**src/logic/pctc_defs.vh**
```
`ifndef PCTC_DEFS_VH
`define PCTC_DEFS_VH
// ----------------------------------------
// register indices, byte address = 4 * index
// ----------------------------------------
`define PCTC_IDX_CC2_CTL  18'h05444
`define PCTC_IDX_CC2_VA   18'h05446
`define PCTC_IDX_CC2_VB   18'h05448
`define PCTC_IDX_CC2_EN   18'h0544a
`define PCTC_IDX_CC2_FLG  18'h0544c
`define PCTC_IDX_CLK3     18'h0506b
`define PCTC_IDX_CTL3     18'h05460
`define PCTC_IDX_CNT3     18'h05462
`define PCTC_IDX_CC3_CTL  18'h05464
`define PCTC_IDX_CC3_VA   18'h05466
`define PCTC_IDX_CC3_VB   18'h05468
`define PCTC_IDX_CC3_EN   18'h0546a
`define PCTC_IDX_CC3_FLG  18'h0546c
// ----------------------------------------
// writable bits and reset values
// ----------------------------------------
`define PCTC_CCCTL_MASK   16'hf3f3
`define PCTC_EVT_MASK     6'h3f
`define PCTC_CLK_MASK     8'hfd
`define PCTC_CTL_MASK     6'h3d
`define PCTC_RST16        16'h0000
// ----------------------------------------
// field positions
// ----------------------------------------
`define PCTC_CLK_GATE     0
`define PCTC_CLK_SRC      2
`define PCTC_CLK_RATIO    4
`define PCTC_CTL_RUN      0
`define PCTC_CTL_RESET    1
`define PCTC_CTL_SINGLE   2
`define PCTC_CTL_BUF      3
`define PCTC_CTL_PAIR     4
`define PCTC_CC_A_ROLE    0
`define PCTC_CC_A_FLIP    1
`define PCTC_CC_A_WAVE    4
`define PCTC_CC_A_EDGE    6
`define PCTC_CC_B_ROLE    8
`define PCTC_CC_B_FLIP    9
`define PCTC_CC_B_WAVE    12
`define PCTC_CC_B_EDGE    14
// ----------------------------------------
// codes
// ----------------------------------------
`define PCTC_SRC_RC       2'h0
`define PCTC_SRC_SLOW     2'h1
`define PCTC_SRC_FAST     2'h2
`define PCTC_SRC_EXT      2'h3
`define PCTC_RATIO_SLOW   4'h8
`define PCTC_RATIO_NONE   4'hf
`define PCTC_WAVE_SETCLR  2'h1
`define PCTC_WAVE_TOG_A   2'h2
`define PCTC_WAVE_TOG_B   2'h3
`define PCTC_PAIR_OWN     2'h3
`define PCTC_RESP_OKAY    2'h0
`define PCTC_RESP_SLVERR  2'h2
`endif

```
**src/logic/pctc_cc_unit.v**
```verilog
`timescale 1ns/1ns
`default_nettype none
`include "pctc_defs.vh"
module pctc_cc_unit (
    // clock and reset
    input  wire        aclk,
    input  wire        aresetn,
    // register access
    input  wire        wr_ctl,
    input  wire        wr_va,
    input  wire        wr_vb,
    input  wire        wr_en,
    input  wire        wr_flg,
    input  wire [15:0] wdata,
    input  wire        buf_on,
    // paired counter
    input  wire [15:0] count,
    input  wire        adv,
    input  wire        restart,
    // pins
    input  wire        cap_a_pin,
    input  wire        cap_b_pin,
    // state
    output wire [15:0] ctl_q,
    output wire [15:0] va_q,
    output wire [15:0] vb_q,
    output wire [5:0]  en_q,
    output wire [5:0]  flg_q,
    output wire [15:0] act_b,
    output wire        event_req,
    output wire        wave_a,
    output wire        wave_b
);
reg  [15:0] ctl_r, va_r, vb_r, acta_r, actb_r;
reg  [5:0]  en_r, flg_r;
reg  [1:0]  cs1_r, cs2_r, cs3_r, wst_r, out_r;
wire [15:0] cmp_a = buf_on ? acta_r : va_r;
wire [15:0] cmp_b = buf_on ? actb_r : vb_r;
wire role_a = ctl_r[`PCTC_CC_A_ROLE];
wire role_b = ctl_r[`PCTC_CC_B_ROLE];
wire [1:0] rise = cs2_r & ~cs3_r;
wire [1:0] fall = ~cs2_r & cs3_r;

function trig;
    input [1:0] sel;
    input       r;
    input       f;
    trig = (sel[0] & r) | (sel[1] & f);
endfunction

function wstep;
    input [1:0] mode;
    input       cur;
    input       ha;
    input       hb;
    case (mode)
        `PCTC_WAVE_SETCLR: wstep = hb ? 1'b0 : (ha ? 1'b1 : cur);
        `PCTC_WAVE_TOG_A:  wstep = cur ^ ha;
        `PCTC_WAVE_TOG_B:  wstep = cur ^ hb;
        default:           wstep = 1'b0;
    endcase
endfunction

// ----------------------------------------
// events
// ----------------------------------------
wire grab_a = role_a & trig(ctl_r[`PCTC_CC_A_EDGE+1:`PCTC_CC_A_EDGE],
                            rise[0], fall[0]);
wire grab_b = role_b & trig(ctl_r[`PCTC_CC_B_EDGE+1:`PCTC_CC_B_EDGE],
                            rise[1], fall[1]);
wire hit_a  = ~role_a & adv & (count == cmp_a);
wire hit_b  = ~role_b & adv & (count == cmp_b);
wire [5:0] evt_set = {grab_b & flg_r[3], grab_a & flg_r[2],
                      grab_b, grab_a, hit_b, hit_a};
wire [5:0] evt_clr = wr_flg ? wdata[5:0] : 6'h00;
wire wa_nxt = wstep(ctl_r[`PCTC_CC_A_WAVE+1:`PCTC_CC_A_WAVE],
                    wst_r[0], hit_a, hit_b);
wire wb_nxt = wstep(ctl_r[`PCTC_CC_B_WAVE+1:`PCTC_CC_B_WAVE],
                    wst_r[1], hit_a, hit_b);

always @(posedge aclk) begin
    if (!aresetn) begin
        ctl_r  <= `PCTC_RST16;
        va_r   <= `PCTC_RST16;
        vb_r   <= `PCTC_RST16;
        acta_r <= `PCTC_RST16;
        actb_r <= `PCTC_RST16;
        en_r   <= 6'h00;
        flg_r  <= 6'h00;
        cs1_r  <= 2'h0;
        cs2_r  <= 2'h0;
        cs3_r  <= 2'h0;
        wst_r  <= 2'h0;
        out_r  <= 2'h0;
    end else begin
        cs1_r <= {cap_b_pin, cap_a_pin};
        cs2_r <= cs1_r;
        cs3_r <= cs2_r;
        if (wr_ctl)
            ctl_r <= wdata & `PCTC_CCCTL_MASK;
        if (wr_en)
            en_r <= wdata[5:0] & `PCTC_EVT_MASK;
        // capture beats a software write in the same cycle
        if (grab_a)
            va_r <= count;
        else if (wr_va)
            va_r <= wdata;
        if (grab_b)
            vb_r <= count;
        else if (wr_vb)
            vb_r <= wdata;
        if (!buf_on || restart) begin
            acta_r <= va_r;
            actb_r <= vb_r;
        end
        flg_r <= (flg_r & ~evt_clr) | evt_set;
        wst_r <= {wb_nxt, wa_nxt};
        out_r <= {wb_nxt ^ ctl_r[`PCTC_CC_B_FLIP],
                  wa_nxt ^ ctl_r[`PCTC_CC_A_FLIP]};
    end
end

assign ctl_q     = ctl_r;
assign va_q      = va_r;
assign vb_q      = vb_r;
assign en_q      = en_r;
assign flg_q     = flg_r;
assign act_b     = cmp_b;
assign event_req = |(flg_r & en_r);
assign wave_a    = out_r[0];
assign wave_b    = out_r[1];
endmodule // pctc_cc_unit
`default_nettype wire

```
**src/logic/pctc_channel.v**
```verilog
// Register access over AXI4-Lite is this design's own decision.
`timescale 1ns/1ns
`default_nettype none
`include "pctc_defs.vh"
// ----------------------------------------
// ----------------------------------------
module pctc_channel #(
    parameter HAS_RC_SOURCE = 1
) (
    // clock and reset
    input  wire        aclk,
    input  wire        aresetn,
    // axi4-lite write address
    input  wire [19:0] s_axi_awaddr,
    input  wire        s_axi_awvalid,
    output wire        s_axi_awready,
    // axi4-lite write data
    input  wire [31:0] s_axi_wdata,
    input  wire [3:0]  s_axi_wstrb,
    input  wire        s_axi_wvalid,
    output wire        s_axi_wready,
    // axi4-lite write response
    output wire [1:0]  s_axi_bresp,
    output wire        s_axi_bvalid,
    input  wire        s_axi_bready,
    // axi4-lite read address
    input  wire [19:0] s_axi_araddr,
    input  wire        s_axi_arvalid,
    output wire        s_axi_arready,
    // axi4-lite read data
    output wire [31:0] s_axi_rdata,
    output wire [1:0]  s_axi_rresp,
    output wire        s_axi_rvalid,
    input  wire        s_axi_rready,
    // count sources
    input  wire        on_chip_rc_source,
    input  wire        slow_crystal_source,
    input  wire        fast_crystal_source,
    input  wire        ext_count_clock,
    // capture pins
    input  wire        cc2_capture_a,
    input  wire        cc2_capture_b,
    input  wire        cc3_capture_a,
    input  wire        cc3_capture_b,
    // other counter channels, same clock
    input  wire [15:0] peer_count_ch0,
    input  wire [15:0] peer_count_ch1,
    input  wire [15:0] peer_count_ch2,
    input  wire [2:0]  peer_advance,
    input  wire [2:0]  peer_restart,
    // waveform outputs and requests
    output wire        cc2_wave_output_a,
    output wire        cc2_wave_output_b,
    output wire        cc3_wave_output_a,
    output wire        cc3_wave_output_b,
    output wire        cc2_event_request,
    output wire        cc3_event_request
);
localparam SL_CC2_CTL = 4'h0;
localparam SL_CC2_VA  = 4'h1;
localparam SL_CC2_VB  = 4'h2;
localparam SL_CC2_EN  = 4'h3;
localparam SL_CC2_FLG = 4'h4;
localparam SL_CLK3    = 4'h5;
localparam SL_CTL3    = 4'h6;
localparam SL_CNT3    = 4'h7;
localparam SL_CC3_CTL = 4'h8;
localparam SL_CC3_VA  = 4'h9;
localparam SL_CC3_VB  = 4'ha;
localparam SL_CC3_EN  = 4'hb;
localparam SL_CC3_FLG = 4'hc;
localparam SL_NONE    = 4'hf;

function [3:0] slot;
    input [17:0] idx;
    case (idx)
        `PCTC_IDX_CC2_CTL: slot = SL_CC2_CTL;
        `PCTC_IDX_CC2_VA:  slot = SL_CC2_VA;
        `PCTC_IDX_CC2_VB:  slot = SL_CC2_VB;
        `PCTC_IDX_CC2_EN:  slot = SL_CC2_EN;
        `PCTC_IDX_CC2_FLG: slot = SL_CC2_FLG;
        `PCTC_IDX_CLK3:    slot = SL_CLK3;
        `PCTC_IDX_CTL3:    slot = SL_CTL3;
        `PCTC_IDX_CNT3:    slot = SL_CNT3;
        `PCTC_IDX_CC3_CTL: slot = SL_CC3_CTL;
        `PCTC_IDX_CC3_VA:  slot = SL_CC3_VA;
        `PCTC_IDX_CC3_VB:  slot = SL_CC3_VB;
        `PCTC_IDX_CC3_EN:  slot = SL_CC3_EN;
        `PCTC_IDX_CC3_FLG: slot = SL_CC3_FLG;
        default:           slot = SL_NONE;
    endcase
endfunction

function [15:0] wmerge;
    input [15:0] old;
    input [15:0] nw;
    input [1:0]  st;
    wmerge = {st[1] ? nw[15:8] : old[15:8], st[0] ? nw[7:0] : old[7:0]};
endfunction

function [13:0] ratio_mask;
    input [3:0] code;
    ratio_mask = (14'h0001 << code) - 14'h0001;
endfunction

// ----------------------------------------
// bus slave
// ----------------------------------------
reg         aw_full_r, w_full_r, bvalid_r, rvalid_r;
reg  [19:0] awaddr_r;
reg  [31:0] wdata_r, rdata_r;
reg  [3:0]  wstrb_r;
reg  [1:0]  bresp_r, rresp_r;
wire [15:0] view [0:15];
wire        wr_go   = aw_full_r & w_full_r & ~bvalid_r;
wire [3:0]  wr_slot = slot(awaddr_r[19:2]);
wire [3:0]  rd_slot = slot(s_axi_araddr[19:2]);
wire [1:0]  st      = wstrb_r[1:0];
wire [15:0] wd      = wdata_r[15:0];
wire [15:0] lanes   = {{8{st[1]}}, {8{st[0]}}};
wire [15:0] unit_wd = (wr_slot == SL_CC2_FLG || wr_slot == SL_CC3_FLG)
                      ? (wd & lanes) : wmerge(view[wr_slot], wd, st);
wire        rd_take = s_axi_arvalid & ~rvalid_r;

assign s_axi_awready = ~aw_full_r;
assign s_axi_wready  = ~w_full_r;
assign s_axi_bvalid  = bvalid_r;
assign s_axi_bresp   = bresp_r;
assign s_axi_arready = ~rvalid_r;
assign s_axi_rvalid  = rvalid_r;
assign s_axi_rdata   = rdata_r;
assign s_axi_rresp   = rresp_r;

always @(posedge aclk) begin
    if (!aresetn) begin
        aw_full_r <= 1'b0;
        w_full_r  <= 1'b0;
        bvalid_r  <= 1'b0;
        rvalid_r  <= 1'b0;
        awaddr_r  <= 20'h00000;
        wdata_r   <= 32'h00000000;
        wstrb_r   <= 4'h0;
        bresp_r   <= `PCTC_RESP_OKAY;
        rresp_r   <= `PCTC_RESP_OKAY;
        rdata_r   <= 32'h00000000;
    end else begin
        if (s_axi_awvalid && !aw_full_r) begin
            aw_full_r <= 1'b1;
            awaddr_r  <= s_axi_awaddr;
        end
        if (s_axi_wvalid && !w_full_r) begin
            w_full_r <= 1'b1;
            wdata_r  <= s_axi_wdata;
            wstrb_r  <= s_axi_wstrb;
        end
        if (wr_go) begin
            aw_full_r <= 1'b0;
            w_full_r  <= 1'b0;
            bvalid_r  <= 1'b1;
            bresp_r   <= (wr_slot == SL_NONE) ? `PCTC_RESP_SLVERR
                                              : `PCTC_RESP_OKAY;
        end else if (bvalid_r && s_axi_bready) begin
            bvalid_r <= 1'b0;
        end
        if (rd_take) begin
            rvalid_r <= 1'b1;
            rdata_r  <= {16'h0000, view[rd_slot]};
            rresp_r  <= (rd_slot == SL_NONE) ? `PCTC_RESP_SLVERR
                                             : `PCTC_RESP_OKAY;
        end else if (rvalid_r && s_axi_rready) begin
            rvalid_r <= 1'b0;
        end
    end
end

// ----------------------------------------
// count clock: source select and prescaler
// ----------------------------------------
reg  [7:0]  clk_ctl_r;
reg  [3:0]  src_s1_r, src_s2_r, src_s3_r;
reg  [13:0] pre_r;
wire [1:0]  src_sel = clk_ctl_r[`PCTC_CLK_SRC+1:`PCTC_CLK_SRC];
wire [3:0]  ratio   = clk_ctl_r[`PCTC_CLK_RATIO+3:`PCTC_CLK_RATIO];
wire        gate    = clk_ctl_r[`PCTC_CLK_GATE];
// sources are sampled, so each must stay below half of aclk
wire [3:0]  src_rise = src_s2_r & ~src_s3_r;
wire        rc_ok    = (src_sel != `PCTC_SRC_RC) || (HAS_RC_SOURCE != 0);
wire        src_tick = gate & rc_ok & src_rise[src_sel];
wire        ratio_ok = (ratio != `PCTC_RATIO_NONE) &&
                       !(src_sel == `PCTC_SRC_SLOW &&
                         ratio > `PCTC_RATIO_SLOW);
wire        presc_tick = src_tick & ratio_ok &
                         ((pre_r & ratio_mask(ratio)) ==
                          ratio_mask(ratio));

always @(posedge aclk) begin
    if (!aresetn) begin
        src_s1_r <= 4'h0;
        src_s2_r <= 4'h0;
        src_s3_r <= 4'h0;
        pre_r    <= 14'h0000;
    end else begin
        src_s1_r <= {ext_count_clock, fast_crystal_source,
                     slow_crystal_source, on_chip_rc_source};
        src_s2_r <= src_s1_r;
        src_s3_r <= src_s2_r;
        if (!gate)
            pre_r <= 14'h0000;
        else if (src_tick)
            pre_r <= pre_r + 14'h0001;
    end
end

// ----------------------------------------
// counter channel 3
// ----------------------------------------
reg  [5:0]  cnt_ctl_r;
reg  [15:0] live_count_r;
wire [15:0] cc3_act_b;
wire [15:0] cc3_ctl_q;
wire        counter_run     = cnt_ctl_r[`PCTC_CTL_RUN];
wire        single_pass_sel = cnt_ctl_r[`PCTC_CTL_SINGLE];
wire        compare_buffering_on = cnt_ctl_r[`PCTC_CTL_BUF];
wire [1:0]  paired_counter_select =
                cnt_ctl_r[`PCTC_CTL_PAIR+1:`PCTC_CTL_PAIR];
wire        ctl_wr   = wr_go && wr_slot == SL_CTL3;
wire        zero_wr  = ctl_wr & st[0] & wd[`PCTC_CTL_RESET];
wire        adv3     = presc_tick & counter_run;
// in capture role b sets no period, so the count wraps at 0xffff
wire [15:0] period3  = cc3_ctl_q[`PCTC_CC_B_ROLE] ? 16'hffff : cc3_act_b;
wire        end3     = adv3 & (live_count_r == period3);
wire        restart3 = end3 | zero_wr;
wire [15:0] ctl_new  = wmerge({10'h000, cnt_ctl_r}, wd, st);

always @(posedge aclk) begin
    if (!aresetn) begin
        clk_ctl_r    <= 8'h00;
        cnt_ctl_r    <= 6'h00;
        live_count_r <= `PCTC_RST16;
    end else begin
        if (wr_go && wr_slot == SL_CLK3 && st[0])
            clk_ctl_r <= wd[7:0] & `PCTC_CLK_MASK;
        // a software write beats the single-pass stop
        if (ctl_wr)
            cnt_ctl_r <= ctl_new[5:0] & `PCTC_CTL_MASK;
        else if (end3 && single_pass_sel)
            cnt_ctl_r[`PCTC_CTL_RUN] <= 1'b0;
        if (zero_wr || end3)
            live_count_r <= 16'h0000;
        else if (adv3)
            live_count_r <= live_count_r + 16'h0001;
    end
end

// ----------------------------------------
// pairing of unit cc3
// ----------------------------------------
reg [15:0] cc3_count;
reg        cc3_adv;
reg        cc3_restart;
always @* begin
    case (paired_counter_select)
        2'h0: begin
            cc3_count   = peer_count_ch0;
            cc3_adv     = peer_advance[0];
            cc3_restart = peer_restart[0];
        end
        2'h1: begin
            cc3_count   = peer_count_ch1;
            cc3_adv     = peer_advance[1];
            cc3_restart = peer_restart[1];
        end
        2'h2: begin
            cc3_count   = peer_count_ch2;
            cc3_adv     = peer_advance[2];
            cc3_restart = peer_restart[2];
        end
        default: begin
            cc3_count   = live_count_r;
            cc3_adv     = adv3;
            cc3_restart = restart3;
        end
    endcase
end

// ----------------------------------------
// compare/capture units
// ----------------------------------------
wire [15:0] cc2_ctl_q, cc2_va_q, cc2_vb_q, cc3_va_q, cc3_vb_q;
wire [5:0]  cc2_en_q, cc2_flg_q, cc3_en_q, cc3_flg_q;

pctc_cc_unit u_cc2 (
    .aclk      (aclk),
    .aresetn   (aresetn),
    .wr_ctl    (wr_go && wr_slot == SL_CC2_CTL),
    .wr_va     (wr_go && wr_slot == SL_CC2_VA),
    .wr_vb     (wr_go && wr_slot == SL_CC2_VB),
    .wr_en     (wr_go && wr_slot == SL_CC2_EN),
    .wr_flg    (wr_go && wr_slot == SL_CC2_FLG),
    .wdata     (unit_wd),
    .buf_on    (compare_buffering_on),
    .count     (peer_count_ch2),
    .adv       (peer_advance[2]),
    .restart   (peer_restart[2]),
    .cap_a_pin (cc2_capture_a),
    .cap_b_pin (cc2_capture_b),
    .ctl_q     (cc2_ctl_q),
    .va_q      (cc2_va_q),
    .vb_q      (cc2_vb_q),
    .en_q      (cc2_en_q),
    .flg_q     (cc2_flg_q),
    .act_b     (),
    .event_req (cc2_event_request),
    .wave_a    (cc2_wave_output_a),
    .wave_b    (cc2_wave_output_b)
);

pctc_cc_unit u_cc3 (
    .aclk      (aclk),
    .aresetn   (aresetn),
    .wr_ctl    (wr_go && wr_slot == SL_CC3_CTL),
    .wr_va     (wr_go && wr_slot == SL_CC3_VA),
    .wr_vb     (wr_go && wr_slot == SL_CC3_VB),
    .wr_en     (wr_go && wr_slot == SL_CC3_EN),
    .wr_flg    (wr_go && wr_slot == SL_CC3_FLG),
    .wdata     (unit_wd),
    .buf_on    (compare_buffering_on),
    .count     (cc3_count),
    .adv       (cc3_adv),
    .restart   (cc3_restart),
    .cap_a_pin (cc3_capture_a),
    .cap_b_pin (cc3_capture_b),
    .ctl_q     (cc3_ctl_q),
    .va_q      (cc3_va_q),
    .vb_q      (cc3_vb_q),
    .en_q      (cc3_en_q),
    .flg_q     (cc3_flg_q),
    .act_b     (cc3_act_b),
    .event_req (cc3_event_request),
    .wave_a    (cc3_wave_output_a),
    .wave_b    (cc3_wave_output_b)
);

// ----------------------------------------
// read view, reserved bits zero
// ----------------------------------------
assign view[SL_CC2_CTL] = cc2_ctl_q;
assign view[SL_CC2_VA]  = cc2_va_q;
assign view[SL_CC2_VB]  = cc2_vb_q;
assign view[SL_CC2_EN]  = {10'h000, cc2_en_q};
assign view[SL_CC2_FLG] = {10'h000, cc2_flg_q};
assign view[SL_CLK3]    = {8'h00, clk_ctl_r};
assign view[SL_CTL3]    = {10'h000, cnt_ctl_r};
assign view[SL_CNT3]    = live_count_r;
assign view[SL_CC3_CTL] = cc3_ctl_q;
assign view[SL_CC3_VA]  = cc3_va_q;
assign view[SL_CC3_VB]  = cc3_vb_q;
assign view[SL_CC3_EN]  = {10'h000, cc3_en_q};
assign view[SL_CC3_FLG] = {10'h000, cc3_flg_q};
assign view[4'hd]       = 16'h0000;
assign view[4'he]       = 16'h0000;
assign view[SL_NONE]    = 16'h0000;
endmodule // pctc_channel
`default_nettype wire

```
**config.mk**
```make
export PLATFORM = sky130hd
export DESIGN_NAME = pctc_channel
export DESIGN_NICKNAME = d
export VERILOG_FILES = /design/src/logic/pctc_cc_unit.v /design/src/logic/pctc_channel.v
export VERILOG_INCLUDE_DIRS = /design/src /design/src/logic
export SDC_FILE = /design/constraint.sdc
export NUM_CORES = 1
export LEC_CHECK = 0
export BUFFER_PORTS_ARGS = -buffer_cell sky130_fd_sc_hd__buf_2
export CAP_MARGIN = 10
export CORE_MARGIN = 1.5
export CORE_UTILIZATION = 50
export DETAILED_ROUTE_END_ITERATION = 8
export MAX_ROUTING_LAYER = met4
export PLACE_DENSITY = 0.82
export SETUP_SLACK_MARGIN = 0.3
export SYNTH_ARGS = -nofsm -noshare
export SYNTH_HDL_FRONTEND = slang
export SYNTH_HIERARCHICAL = 1
export SYNTH_SLANG_ARGS = --single-unit
export TNS_END_PERCENT = 50
```
**constraint.sdc**
```tcl
create_clock -name aclk -period 3.63 [get_ports aclk]
set_input_delay 0.726 -clock aclk [delete_from_list [all_inputs] [get_ports aclk]]
set_output_delay 0.726 -clock aclk [all_outputs]
set_load 0.005 [all_outputs]
```
==> impl_metrics.csv <==
group,metric,value,unit
setup_path,crit_path_start_kind,"flop",
place,dp_hpwl,50.9,mm
route,first_iter_violations,2076,
floorplanning,start_util,50.5,%
layout,largest-register,"awaddr_r",
route,route.detailed.drc,0,
sta,setup_viol,5,
sta,max_freq,258,MHz
clock_network,cts_max_level,2,
synthesis,netlist_area,0.0184,mm2
clock_network,clk_latency,0.54,ns
sta,max_slew_margin,22.4,%
clock_network,cts_inserted_buffers,35,
grt,grt_pass1_wl,105,mm
clock_network,cts_tree,"built",
sta,rsz0062_at_grt,"true",
grt,grt_pass1_vias,17300,
setup_path,arrival,4.34,ns
setup_path,critical_path.max_fanout,7,
layout,most-common-layout-cells,"nand2_1 (392), dfxtp_1 (302), mux2i_1 (215)",
sta,tightest_slew,1.16,ns
floorplanning,dieWidth,195,um
clock_network,path_clk_slew,0.07,ns
layout,finalNetCount,2499,
floorplanning,rows,70,
place,portBuffers,151,
floorplanning,placeableCoreArea,0.0363,mm2
place,preCtsSetupSlack,-0.256,ns
layout,final_common_cell,"nand2_1",
min_path,hp-class,"in2reg",
pwr,p_leak,8.70,nW
sta,post-route-period-util,107,%
sta,timing.final.crit_period,3.87,ns
layout,syn_to_final_growth,19.5,%
place,placed_area,0.0200,mm2
sta,timing.final.ws_setup,-0.241,ns
place,place.gp.congestion,1.06,
flow_run,drv_cap,0,
synthesis,synthCells,2162,
setup_path,cp.required,4.10,ns
grt,gr-total-overflow,0,
floorplanning,io_pins,192,
sta,hold_viol_final,0,
floorplanning,die_y,195,um
route,ant_nets,0,
sta,fin_skew,0.0227,ns
grt,antenna_found_initial,1,
outcome,outcome,"finished, violations left",
setup_path,end_kind,"flop",
sta,drv_slew,0,
pwr,p_per_area,340,mW/mm2
clock_network,clock-sinks,308,
clock_network,cts.path.max_buffers,3,
setup_path,criticalPathCategory,"reg2reg",
layout,final_util,60.4,%
route,via_count,18200,
sta,finalSetupTns,-0.817,ns
layout,drive_above_1_share,23.1,%
clock_network,cts_root_buf,"clkbuf_16",
pwr,ir_drop,0.253,mV
route,drt-pass1-iter-count,9,
route,viasPerCell,6.39,
layout,largest_reg_flops,18,
synthesis,synth_area_per_cell,8.49,um2
layout,stdcell_area,0.0219,mm2
grt,grt_max_degree,213,
floorplanning,die-area,0.0379,mm2
outcome,failed_checks,"negative setup slack",
sta,hold_ws,0.377,ns
synthesis,yosys_warnings,6,
grt,grt_usage,37.2,%
route,drt-total-wl,71.0,mm
route,wire_per_inst,24.9,um
-- through the flow --
stage | std cells | total power, mW
6_report | 2848 | 7.46
5_1_grt | 2845 | 7.64
4_1_cts | 2835 | 7.45
3_5_place_dp | 2744 | 4.01
3_3_place_gp | 2744 | 4.00
2_1_floorplan | 2185 | 3.81
-- path summary, 6_finish.rpt --
check	slack, ns	to	start	cells past startpoint
max	-0.24	u_cc3/out_r[1]$_SDFF_PN0_	clk_ctl_r[7]$_SDFFE_PN0P_	19
min	0.38	s_axi_rvalid$_SDFFE_PN0P_	s_axi_rready	2
max reg2reg	-0.24	u_cc3/out_r[1]$_SDFF_PN0_	clk_ctl_r[7]$_SDFFE_PN0P_	19
min reg2reg	0.43	u_cc2/cs2_r[0]$_SDFF_PN0_	u_cc2/cs1_r[0]$_SDFF_PN0_	1
-- layer usage --
layer	track usage [%]	vias to the layer above	wire [um]
met3	7.13	210	8310
met4	17.7	0	3520
met2	54.6	1136	30700
met5	-	-	0
met1	49.0	8752	28500
li1	-	8109	-
-- timing repair --
action | 4_1_cts | 5_1_grt
endpoints found under the setup margin | 57 | 104
buffers inserted | 25 | 9
resized for setup | 42 | 105
gates cloned | 3 | 1
hold buffers | 0 | 0
pin swaps | 6 | 32
-- where the power goes --
group / internal (mW) / total, mW / switching [mW]
logic: 0.189 / 0.478 / 0.289
registers: 3.43 / 3.48 / 0.0562
clock network: 1.97 / 3.50 / 1.52
total: 5.59 / 7.46 / 1.87
-- critical path, cell delays in order, from the launching register on --
cell	delay, ns
dfxtp_2	0.33
inv_2	0.08
nand4_1	0.16
ha_4	0.23
buf_6	0.11
nor3b_1	0.12
a31oi_1	0.15
o32a_1	0.18
o2111ai_2	0.13
or3_4	0.43
inv_2	0.05
mux4_2	0.30
nor3b_2	0.21
mux2i_1	0.11
nor4_2	0.16
nand4_1	0.25
buf_4	0.25
mux2i_1	0.12
a211oi_2	0.22
mux2i_1	0.22
-- layout make-up --
class | instances | area, um2
Clock inverter | 14 | 113
Tap cell | 468 | 586
Timing Repair Buffer | 317 | 2250
Antenna cell | 3 | 7.51
Multi-Input combinational cell | 1663 | 11700
Clock buffer | 49 | 1010
Sequential cell | 308 | 6180
Inverter | 26 | 100
Fill cell | 3074 | 14400
(Power assumes the default switching activity.)
